**config.mk**
```make
export PLATFORM = sky130hd
export DESIGN_NAME = rsc_scan_control
export DESIGN_NICKNAME = d
export VERILOG_FILES = /design/src/design/rsc_pkg.sv /design/src/design/rsc_name_if.sv /design/src/design/rsc_scan_control.sv /design/src/design/rsc_name_table.sv
export SDC_FILE = /design/constraint.sdc
export NUM_CORES = 2
export LEC_CHECK = 0
export ABC_AREA = 0
export BUFFER_PORTS_ARGS = -buffer_cell sky130_fd_sc_hd__buf_2
export CAP_MARGIN = 10
export CORE_ASPECT_RATIO = 1.5
export CORE_MARGIN = 1.5
export CORE_UTILIZATION = 39
export CTS_BUF_LIST = sky130_fd_sc_hd__clkbuf_8
export CTS_CLUSTER_SIZE = 10
export DETAILED_ROUTE_END_ITERATION = 7
export PLACE_DENSITY_LB_ADDON = 0.08
export SLEW_MARGIN = 20
export SYNTH_ARGS = -nofsm -noshare
export SYNTH_HDL_FRONTEND = slang
export SYNTH_SLANG_ARGS = --single-unit
```
**constraint.sdc**
```tcl
create_clock -name clk -period 20.3 [get_ports clk]
set_input_delay 1.015 -clock clk [delete_from_list [all_inputs] [get_ports clk]]
set_output_delay 1.015 -clock clk [all_outputs]
set_load 0.05 [all_outputs]
```
**src/design/rsc_pkg.sv**
```systemverilog
// Operation
// - Abort returns an initiated scan to idle.
// - After abort, triggers ignored until re-armed.
// - Hold source blocks TTL, bus, immediate triggers.
// - Forced trigger steps despite hold, skipping delay.
// - First accepted trigger closes first scan entry.
// - Later triggers open previous, close next entry.
// - Close command closes every relay listed.
// - Close query answers 1 closed, 0 open.
// - Reset command opens every relay everywhere.
// - Range is one relay or inclusive span.
// - Relay numbers have one to three fields.
// - Three fields mean row, column, section.
// - Module names resolve through defined associations.
// - Default names m1, m2, ... by slot.
// - Trigger source: bus, hold, immediate, TTL line.
// - Arm command enables triggers for stepping.
package rsc_pkg;
   localparam int NUM_MOD = 4;
   localparam int RELAYS = 64;
   localparam int SCAN_DEPTH = 16;
   localparam int TTL_LINES = 8;
   localparam int NAME_W = 16;
   localparam int FIELD_W = 4;
   localparam int DELAY_W = 16;
   localparam int DIM1 = 4;
   localparam int DIM2 = 4;
   localparam int DIM3 = 4;
   localparam logic [7:0] NAME_LETTER = 8'h6d;
   localparam logic [7:0] NAME_DIGIT0 = 8'h31;

   typedef enum logic [3:0] {
      RSC_OP_ABORT = 4'h0,
      RSC_OP_ARM = 4'h1,
      RSC_OP_TRIG_BUS = 4'h2,
      RSC_OP_TRIG_FORCE = 4'h3,
      RSC_OP_SET_SOURCE = 4'h4,
      RSC_OP_CLOSE = 4'h5,
      RSC_OP_CLOSE_QUERY = 4'h6,
      RSC_OP_RESET = 4'h7,
      RSC_OP_DEFINE = 4'h8,
      RSC_OP_SCAN_CLEAR = 4'h9,
      RSC_OP_SCAN_ADD = 4'ha
   } rsc_op_type;

   typedef enum logic [1:0] {
      RSC_SRC_BUS = 2'h0,
      RSC_SRC_HOLD = 2'h1,
      RSC_SRC_IMM = 2'h2,
      RSC_SRC_TTL = 2'h3
   } rsc_src_type;

   typedef enum logic [0:0] {
      RSC_IDLE = 1'h0,
      RSC_ARMED = 1'h1
   } rsc_mode_type;

   localparam rsc_src_type SRC_RESET = RSC_SRC_IMM;
endpackage : rsc_pkg

```
**src/design/rsc_name_if.sv**
```systemverilog
`timescale 1ns/1ps
interface rsc_name_if #(parameter int MOD_W = 2);
   logic [rsc_pkg::NAME_W-1:0] look_name;
   logic look_hit;
   logic [MOD_W-1:0] look_mod;
   logic def_en;
   logic [rsc_pkg::NAME_W-1:0] def_name;
   logic [MOD_W-1:0] def_mod;
   modport user (output look_name, input look_hit, input look_mod, output def_en, output def_name, output def_mod);
   modport table_side (input look_name, output look_hit, output look_mod, input def_en, input def_name, input def_mod);
endinterface : rsc_name_if

```
**src/design/rsc_scan_control.sv**
```systemverilog
`timescale 1ns/1ps
module rsc_scan_control #(
   parameter int NUM_MOD = rsc_pkg::NUM_MOD,
   parameter int RELAYS = rsc_pkg::RELAYS,
   parameter int SCAN_DEPTH = rsc_pkg::SCAN_DEPTH,
   parameter int TTL_LINES = rsc_pkg::TTL_LINES
) (
   input wire logic clk,
   input wire logic reset,
   input wire logic cmd_valid,
   input wire logic [3:0] cmd_op,
   input wire logic [rsc_pkg::NAME_W-1:0] cmd_name,
   input wire logic [3*rsc_pkg::FIELD_W-1:0] cmd_first,
   input wire logic [3*rsc_pkg::FIELD_W-1:0] cmd_last,
   input wire logic cmd_range,
   input wire logic [1:0] cmd_source,
   input wire logic [$clog2(TTL_LINES)-1:0] cmd_ttl_line,
   input wire logic [$clog2(NUM_MOD)-1:0] cmd_define_mod,
   input wire logic [rsc_pkg::DELAY_W-1:0] trigger_delay,
   input wire logic [TTL_LINES-1:0] backplane_ttl_trigger,
   output logic cmd_ready,
   output logic [NUM_MOD*RELAYS-1:0] relay_closed,
   output logic resp_valid,
   output logic resp_bit,
   output logic cmd_error,
   output logic scan_armed
);
   localparam int MOD_W = $clog2(NUM_MOD);
   localparam int REL_W = $clog2(RELAYS);
   localparam int SCAN_W = $clog2(SCAN_DEPTH + 1);
   localparam int TTL_W = $clog2(TTL_LINES);
   localparam int ENT_W = MOD_W + REL_W;

   initial begin
      if (NUM_MOD < 2 || NUM_MOD > 9 || RELAYS < 2 || SCAN_DEPTH < 2 || TTL_LINES < 2 ||
          RELAYS > rsc_pkg::DIM1 * rsc_pkg::DIM2 * rsc_pkg::DIM3 || (RELAYS & (RELAYS - 1)) != 0) begin
         $error("rsc_scan_control: unsupported parameter values");
      end
   end

   typedef struct packed {
      rsc_pkg::rsc_mode_type mode;
      rsc_pkg::rsc_src_type src;
      logic [TTL_W-1:0] ttl_sel;
      logic [TTL_LINES-1:0] ttl_prev;
      logic pending;
      logic [rsc_pkg::DELAY_W-1:0] delay_cnt;
      logic [SCAN_W-1:0] idx;
      logic [SCAN_W-1:0] len;
      logic prev_valid;
      logic [ENT_W-1:0] prev;
      logic [SCAN_DEPTH-1:0][ENT_W-1:0] scan;
      logic [NUM_MOD-1:0][RELAYS-1:0] relay;
      logic busy;
      logic [MOD_W-1:0] q_mod;
      logic [REL_W-1:0] q_cur;
      logic [REL_W-1:0] q_end;
      logic resp_valid;
      logic resp_bit;
      logic err;
      logic ready;
   } rsc_state_type;

   rsc_state_type r;
   rsc_state_type next_r;
   rsc_name_if #(.MOD_W(MOD_W)) nif ();

   // Unused trailing fields are zero; numbers start at 1
   function automatic logic [REL_W-1:0] flatten(input logic [3*rsc_pkg::FIELD_W-1:0] a);
      logic [15:0] f1;
      logic [15:0] f2;
      logic [15:0] f3;
      logic [15:0] flat;
      f1 = (a[3*rsc_pkg::FIELD_W-1 -: rsc_pkg::FIELD_W] == 0) ? 16'h0 :
           16'(a[3*rsc_pkg::FIELD_W-1 -: rsc_pkg::FIELD_W]) - 16'h1;
      f2 = (a[2*rsc_pkg::FIELD_W-1 -: rsc_pkg::FIELD_W] == 0) ? 16'h0 :
           16'(a[2*rsc_pkg::FIELD_W-1 -: rsc_pkg::FIELD_W]) - 16'h1;
      f3 = (a[rsc_pkg::FIELD_W-1:0] == 0) ? 16'h0 : 16'(a[rsc_pkg::FIELD_W-1:0]) - 16'h1;
      flat = f1 + 16'(f2 * rsc_pkg::DIM1) + 16'(f3 * rsc_pkg::DIM1 * rsc_pkg::DIM2);
      return flat[REL_W-1:0];
   endfunction : flatten

   rsc_name_table #(.NUM_MOD(NUM_MOD)) u_names (
      .clk(clk),
      .reset(reset),
      .nif(nif.table_side)
   );

   logic [REL_W-1:0] first_f;
   logic [REL_W-1:0] last_f;
   logic take;
   logic ttl_edge;
   logic accept;
   logic force_now;
   logic step;
   logic [ENT_W-1:0] ent;

   always_comb begin
      next_r = r;
      next_r.resp_valid = 1'b0;
      next_r.err = 1'b0;
      next_r.ttl_prev = backplane_ttl_trigger;
      first_f = flatten(cmd_first);
      last_f = cmd_range ? flatten(cmd_last) : first_f;
      take = cmd_valid && !r.busy;
      nif.look_name = cmd_name;
      nif.def_en = take && cmd_op == rsc_pkg::RSC_OP_DEFINE;
      nif.def_name = cmd_name;
      nif.def_mod = cmd_define_mod;
      ttl_edge = backplane_ttl_trigger[r.ttl_sel] && !r.ttl_prev[r.ttl_sel];
      // Hold matches no source, so only a forced trigger or a trigger already pending before the switch steps
      accept = r.mode == rsc_pkg::RSC_ARMED && !r.pending &&
               ((r.src == rsc_pkg::RSC_SRC_BUS && take && cmd_op == rsc_pkg::RSC_OP_TRIG_BUS) ||
                (r.src == rsc_pkg::RSC_SRC_TTL && ttl_edge) ||
                (r.src == rsc_pkg::RSC_SRC_IMM));
      force_now = r.mode == rsc_pkg::RSC_ARMED && take && cmd_op == rsc_pkg::RSC_OP_TRIG_FORCE;
      step = force_now || (r.pending && r.delay_cnt == 0) || (accept && trigger_delay == 0);
      ent = r.scan[r.idx[$clog2(SCAN_DEPTH)-1:0]];
      if (step) begin
         if (r.prev_valid) begin
            next_r.relay[r.prev[ENT_W-1 -: MOD_W]][r.prev[REL_W-1:0]] = 1'b0;
         end
         next_r.relay[ent[ENT_W-1 -: MOD_W]][ent[REL_W-1:0]] = 1'b1;
         next_r.prev = ent;
         next_r.prev_valid = 1'b1;
         next_r.pending = 1'b0;
         if (r.idx == r.len - SCAN_W'(1)) begin
            next_r.mode = rsc_pkg::RSC_IDLE;
            next_r.idx = '0;
         end else begin
            next_r.idx = r.idx + SCAN_W'(1);
         end
      end else if (accept) begin
         next_r.pending = 1'b1;
         next_r.delay_cnt = trigger_delay - rsc_pkg::DELAY_W'(1);
      end else if (r.pending) begin
         next_r.delay_cnt = r.delay_cnt - rsc_pkg::DELAY_W'(1);
      end
      if (r.busy) begin
         next_r.resp_valid = 1'b1;
         next_r.resp_bit = r.relay[r.q_mod][r.q_cur];
         if (r.q_cur == r.q_end) begin
            next_r.busy = 1'b0;
         end else begin
            next_r.q_cur = r.q_cur + REL_W'(1);
         end
      end else if (take) begin
         case (cmd_op)
            rsc_pkg::RSC_OP_ABORT: begin
               next_r.mode = rsc_pkg::RSC_IDLE;
               next_r.pending = 1'b0;
            end
            rsc_pkg::RSC_OP_ARM: begin
               if (r.len == 0) begin
                  next_r.err = 1'b1;
               end else begin
                  next_r.mode = rsc_pkg::RSC_ARMED;
                  next_r.idx = '0;
                  next_r.pending = 1'b0;
               end
            end
            rsc_pkg::RSC_OP_SET_SOURCE: begin
               next_r.src = rsc_pkg::rsc_src_type'(cmd_source);
               next_r.ttl_sel = cmd_ttl_line;
            end
            rsc_pkg::RSC_OP_CLOSE, rsc_pkg::RSC_OP_CLOSE_QUERY: begin
               if (!nif.look_hit || last_f < first_f) begin
                  next_r.err = 1'b1;
               end else if (cmd_op == rsc_pkg::RSC_OP_CLOSE) begin
                  for (int i = 0; i < RELAYS; i++) begin
                     if (REL_W'(i) >= first_f && REL_W'(i) <= last_f) begin
                        next_r.relay[nif.look_mod][i] = 1'b1;
                     end
                  end
               end else begin
                  next_r.busy = 1'b1;
                  next_r.q_mod = nif.look_mod;
                  next_r.q_cur = first_f;
                  next_r.q_end = last_f;
               end
            end
            rsc_pkg::RSC_OP_RESET: begin
               next_r.relay = '0;
               next_r.prev_valid = 1'b0;
               next_r.mode = rsc_pkg::RSC_IDLE;
               next_r.pending = 1'b0;
            end
            rsc_pkg::RSC_OP_SCAN_CLEAR: begin
               next_r.len = '0;
               next_r.idx = '0;
               next_r.mode = rsc_pkg::RSC_IDLE;
               next_r.pending = 1'b0;
            end
            rsc_pkg::RSC_OP_SCAN_ADD: begin
               if (!nif.look_hit || r.len == SCAN_W'(SCAN_DEPTH)) begin
                  next_r.err = 1'b1;
               end else begin
                  next_r.scan[r.len[$clog2(SCAN_DEPTH)-1:0]] = {nif.look_mod, first_f};
                  next_r.len = r.len + SCAN_W'(1);
               end
            end
            default: begin
            end
         endcase
      end
      // Ready follows the state it will see, so a query blocks the very next edge
      next_r.ready = !next_r.busy;
   end

   always_ff @(posedge clk or posedge reset) begin
      if (reset) begin
         r <= '0;
         r.mode <= rsc_pkg::RSC_IDLE;
         r.src <= rsc_pkg::SRC_RESET;
      end else begin
         r <= next_r;
      end
   end

   assign cmd_ready = r.ready;
   assign relay_closed = r.relay;
   assign resp_valid = r.resp_valid;
   assign resp_bit = r.resp_bit;
   assign cmd_error = r.err;
   assign scan_armed = r.mode == rsc_pkg::RSC_ARMED;
endmodule : rsc_scan_control

```
**src/design/rsc_name_table.sv**
```systemverilog
`timescale 1ns/1ps
module rsc_name_table #(
   parameter int NUM_MOD = rsc_pkg::NUM_MOD
) (
   input wire logic clk,
   input wire logic reset,
   rsc_name_if.table_side nif
);
   typedef struct packed {
      logic [NUM_MOD-1:0][rsc_pkg::NAME_W-1:0] name;
   } rsc_names_type;

   rsc_names_type r;
   rsc_names_type next_r;

   // Lowest slot wins when two modules share a name
   always_comb begin
      next_r = r;
      nif.look_hit = 1'b0;
      nif.look_mod = '0;
      for (int i = NUM_MOD - 1; i >= 0; i--) begin
         if (r.name[i] == nif.look_name) begin
            nif.look_hit = 1'b1;
            nif.look_mod = i[$bits(nif.look_mod)-1:0];
         end
      end
      if (nif.def_en) begin
         next_r.name[nif.def_mod] = nif.def_name;
      end
   end

   always_ff @(posedge clk or posedge reset) begin
      if (reset) begin
         for (int i = 0; i < NUM_MOD; i++) begin
            r.name[i] <= {rsc_pkg::NAME_LETTER, rsc_pkg::NAME_DIGIT0 + 8'(i)};
         end
      end else begin
         r <= next_r;
      end
   end
endmodule : rsc_name_table

```
[Word-level counts from Yosys, hierarchy flattened]
Index checks and enable logic that the tools add are counted.
W data, S select, Z words.
Operators by class
  add/sub/neg operators: 16
  $lt $le $gt $ge: 147
  equality and inequality tests: 23
  muxes and demuxes: 592
  bitwise operators: 72
  reductions and logical operators: 117
Operators with widths (number)
  $mux W256: 384
  $or A256 B256 Y256: 65
  $demux W64 S2: 66
  $mux W271: 2
  $pmux W256 S2: 1
  $and A256 B256 Y256: 1
  $mux W64: 4
  $not A256 Y256: 1
  $ge A6 B6 Y1 const A: 32
  $le A6 B6 Y1 const A: 32
  $bmux W64 S2: 1
  $bwmux W128: 1
  $ge A5 B6 Y1 const A: 16
  $le A5 B6 Y1 const A: 16
  $logic_and A1 B1 Y1: 83
  $bwmux W64: 1
  $eq A16 B16 Y1: 4
  $mux W16: 4
  $mux W63: 1
  $mux W62: 1
  $mux W61: 1
  $mux W60: 1
  $mux W59: 1
  $mux W58: 1
  other kinds (112): 247
Word-level totals
  flip-flop bits (word level): 517
  bits of input ports: 79
  output and inout bits: 261
  logic and storage cells: 1009

[Logic depth before layout (Yosys ltp)]
  depth in word-level cells: 462
  gate-level depth with buffers: 24
  gate-level depth less buffers: 20

[Modules after synthesis]
A second synthesis with hierarchy kept.
Unflattened totals
  cell total of the unflattened synthesis: 3159
  area, all modules: 31761.7 um^2
By module, submodules not included
  rsc_scan_control: times used 1, cells an instance 2932, area each 28574.9 um^2, sequential area each 11337.1 um^2
  rsc_name_table: times used 1, cells an instance 227, area each 3186.8 um^2, sequential area each 1642.8 um^2

[Least setup slack after synthesis]
Ideal clock, no wire load.
  path kind: input to register
  from: input port cmd_first[9] in the netlist's numbering
  to: register r (netlist bit relay_closed[94])
  setup time: 0.124 ns
  arrival: 5.569 ns
  data required time: 20.176 ns
  slack: 14.607 ns
  stages: 23
  path buffers: 4
  path through: or2_2 clkbuf_1 o21a_1 ha_1 ha_1 fa_1 xor2_1 xnor2_1 xnor2_1 inv_1 mux2_2 inv_1 clkbuf_1 ha_1 nand4_1 nor2_1 a221o_1 and2_1 clkbuf_1 nand4b_1 clkbuf_1 nor2_1 a211o_1
RTL lines
  from (decl): line rsc_scan_control.sv:13  | input wire logic [3*rsc_pkg::FIELD_W-1:0] cmd_first,
  to (signal assigned): line rsc_scan_control.sv:216  | r <= next_r;
  to (decl): line rsc_scan_control.sv:64  | rsc_state_type r;

==> impl_metrics.yaml <==
logic_synthesis:
  synth_edf_count: 0
  yosysSeqAreaShare_pct: 40.6
  synth_top_area_share_pct: 37.8
  synth_warnings: 0
  synthArstFlopShare_pct: 100
  syn_inst: 3139
  synth_flop_cell: "dfrtp_1"
  ys_top_cells_by_area: "dfrtp_1 (38%), mux4_2 (7.4%), mux2_2 (7.2%)"
  synth-seq-cells: 517
  synth_area_per_cell_um2: 10.2
  ys_types: 74
  syn_area_um2: 32000
  synth_area_leader_cell: "dfrtp_1"
floorplanning:
  start_util_pct: 39.4
  fp.coreArea_um2: 81200
  die_width_um: 237
  dieArea_um2: 83800
  ios: 340
  die_h_um: 354
  fp-row-count: 128
pwr:
  ir_worst_vdd_mv: 0.0651
  p_per_area_nw_per_um2: 82.5
  p_leak_nw: 14.8
grt:
  grt_pass1_vias: 28300
  overflow: 0
  grt_max_degree: 129
  grt_pass1_wl_um: 203000
  grt_util_all_layers_pct: 33.1
  antenna_found_initial: 6
drt:
  drt-met1-wl_um: 51800
  wl_met3_um: 11200
  avgViaCountPerCell: 6.60
  wl_per_cell_um: 33.3
  first_iter_violations: 2895
  dr_wl_met2_um: 68300
  first_pass_iters: 7
  vias: 28000
  dr.max_layer_used: "met5"
  drc_errors: 0
  antenna_violating_nets_post_route: 0
  drt-total-wl_um: 141000
clocking:
  htree_levels: 3
  insertion_delay_ps: 740
  root_buffer: "clkbuf_8"
  cts_num_sinks: 517
  clk_pin_slew_ps: 60
  cts_tree: "done"
  clock_path_buffers: 3
  post_cts_resize_count: 0
  cts_hold_buf: 0
  cts_buffers: 89
  cts_setup_buffers: 0
finish:
  fin_area_um2: 34700
  syn_to_final_growth_pct: 8.36
  drive_gt1_share_pct: 31.2
  fin_nets: 3226
  fin_util_pct: 42.7
  fillCellCount: 7893
placed_design:
  dp_hpwl_um: 94800
  gp_congestion: 0.969
  io_buffers: 339
  place_area_um2: 32800
  preCtsSetupSlack_ps: 13220
setup_path:
  path_cells: "buf_2, nor2_1, mux2_2, fa_1, fa_1, xor2_1, xnor2_1, xnor2_2, buf_4, inv_1, mux2_2, inv_1, ha_1, nand4_1, nor2_1, a221o_1, and2_1, nand4b_1, buf_4, inv_1, a221o_1"
  rr_endpoint: "relay_closed[52]"
  cp-end-kind: "flip-flop"
  cp.required_ps: 20900
  r2r_slack_ps: 15620
  crit_arrival_ps: 7050
  crit_path_start_kind: "input pin"
  ff2ff_path_depth: 8
  path_max_fanout: 62
  rr_startpoint: "r[447]"
  cp_slowest_cell: "buf_4"
  crit_top_cell: "inv_1"
  slowest_delay_ps: 790
  crit_type: "in -> reg"
worst_hold_path:
  min_to: "r[441]"
  min_path_type: "in -> reg"
  hold_depth: 1
  holdCritStartpoint: "backplane_ttl_trigger[2]"
sta:
  worst_slew_pin_slew_ps: 1250
  fin_ws_ps: 13850
  finalMaxSlewViolations: 0
  fin_crit_ps: 6450
  slew_headroom_pct: 15.2
  max_freq_mhz: 155
  finalSetupViolCount: 0
  final-hold-violation-count: 0
  tns_ps: 0
  period_share_pct: 31.8
  rsz0062_at_grt: "false"
  skew_ps: 57.8
  whs_ps: 431
run_status:
  outcome: "finished clean"
flow_run:
  maxCapViolations: 0
-- how the worst max path moves through the flow --
stage	startpoint	end	slack [ps]	depth (start not counted)
final	cmd_first[5]	relay_closed[107]	13850	21
after global routing	cmd_first[5]	relay_closed[107]	13680	21
after CTS	cmd_first[5]	relay_closed[107]	14000	21
after detailed placement	cmd_first[5]	relay_closed[107]	13220	21
after global placement	cmd_first[5]	relay_closed[107]	13290	21
after floorplan	reset	cmd_error	4900	1
-- power by group --
| part | total [mW] | leakage [nW] | switching [mW] | internal (mW) |
|---|---|---|---|---|
| Clock | 0.998 | 1.07 | 0.472 | 0.526 |
| Combinational | 0.693 | 6.83 | 0.501 | 0.193 |
| Sequential | 1.17 | 6.90 | 0.0688 | 1.10 |
-- critical path: cells and delay by family --
family	cells	cell delay (ps)
buffers and inverters	6	2050
adder cells (fa/ha/maj)	3	1310
AO/OA/AOI/OAI	2	730
multiplexers	2	650
AND/OR/NAND/NOR	5	620
XOR/XNOR	3	550
-- layout by cell type, fill, tap and decap left out, drive strengths merged, types with 8 or more instances in the layout --
master  instances
a211o           9
a211oi         13
a21oi          40
a221o           9
a22oi          27
a31o           46
a31oi          30
and2           28
buf           414
clkbuf        113
clkinv         12
dfrtp         483
dfstp          34
ha             19
inv            76
mux2          205
mux2i           8
mux4          105
nand2         375
nand2b         22
nand3          61
nand3b         11
nand4          42
nand4b          8
nor2          147
nor2b          21
nor3           43
nor3b           9
nor4           11
o211ai        148
o21ai          75
o221ai        232
o22ai           8
o311ai         67
o31ai          24
or2            18
or3            18
or4            11
xnor2          78
xor2           12
-- cells by family (layout without fill, tap and decap cells) --
kind of cell               Yosys count  count (layout)  share of synthesized area (%)
DFF                                517             517                           40.6
buffers and inverters              564             617                           9.72
AOI/OAI and AO/OA                  772             772                           18.7
and+or+nand+nor                    853             853                           12.6
xor gates and xnor gates            91              91                           2.53
adders and majority gates           23              23                          0.994
other                                1               8                         0.0117
muxes                              318             318                           14.9
-- metal layers --
layer  track usage, %  vias to the layer above
met5                0                        -
met4             21.0                        2
met3             7.06                      424
met2             54.8                     1632
met1             38.9                    14300
li1                 -                    11600
-- flip-flops by register name (all words and copies together), names as in the netlist --
signal,cells
u_names.r,64
cmd_error,1
scan_armed,1
resp_valid,1
resp_bit,1
cmd_ready,1
r,192
relay_closed,256
-- area by class of cell --
class / count / area (um^2) / share of cell area, %
multi-input cells: 2059 / 16100 / 46.4
flip-flops and latches: 517 / 13000 / 37.5
repair buffers: 414 / 2280 / 6.58
clock buffers: 113 / 1560 / 4.49
well taps: 1040 / 1300 / 3.75
clock inverters: 47 / 264 / 0.762
inverters: 43 / 169 / 0.487
diodes: 6 / 15.0 / 0.0433
-- Yosys cell counts (9+ instances only) --
cell / count
dfrtp_1: 483
nand2_1: 375
buf_4: 257
o221ai_1: 232
clkbuf_1: 225
mux2_2: 205
o211ai_1: 148
nor2_1: 147
mux4_2: 105
xnor2_1: 78
o21ai_0: 73
o311ai_0: 67
nand3_1: 61
a31o_2: 46
nor3_1: 43
nand4_1: 42
a21oi_1: 40
inv_1: 39
dfstp_2: 34
a31oi_1: 30
and2_1: 28
a22oi_1: 27
buf_1: 23
o31ai_1: 23
nand2b_1: 22
nor2b_1: 21
ha_1: 19
or2_2: 18
or3_1: 18
buf_2: 15
a211oi_1: 13
xor2_1: 12
nand3b_1: 11
nor4_1: 11
a211o_1: 9
a221o_1: 9
nor3b_1: 9
or4_1: 9
-- per-stage QoR --
step	total power, mW	instances
finish	2.86	4239
global route	2.96	4236
CTS	2.87	4233
detailed placement	1.87	4073
global placement	1.86	4072
floorplan	1.62	3140
(Power assumes the default switching activity.)
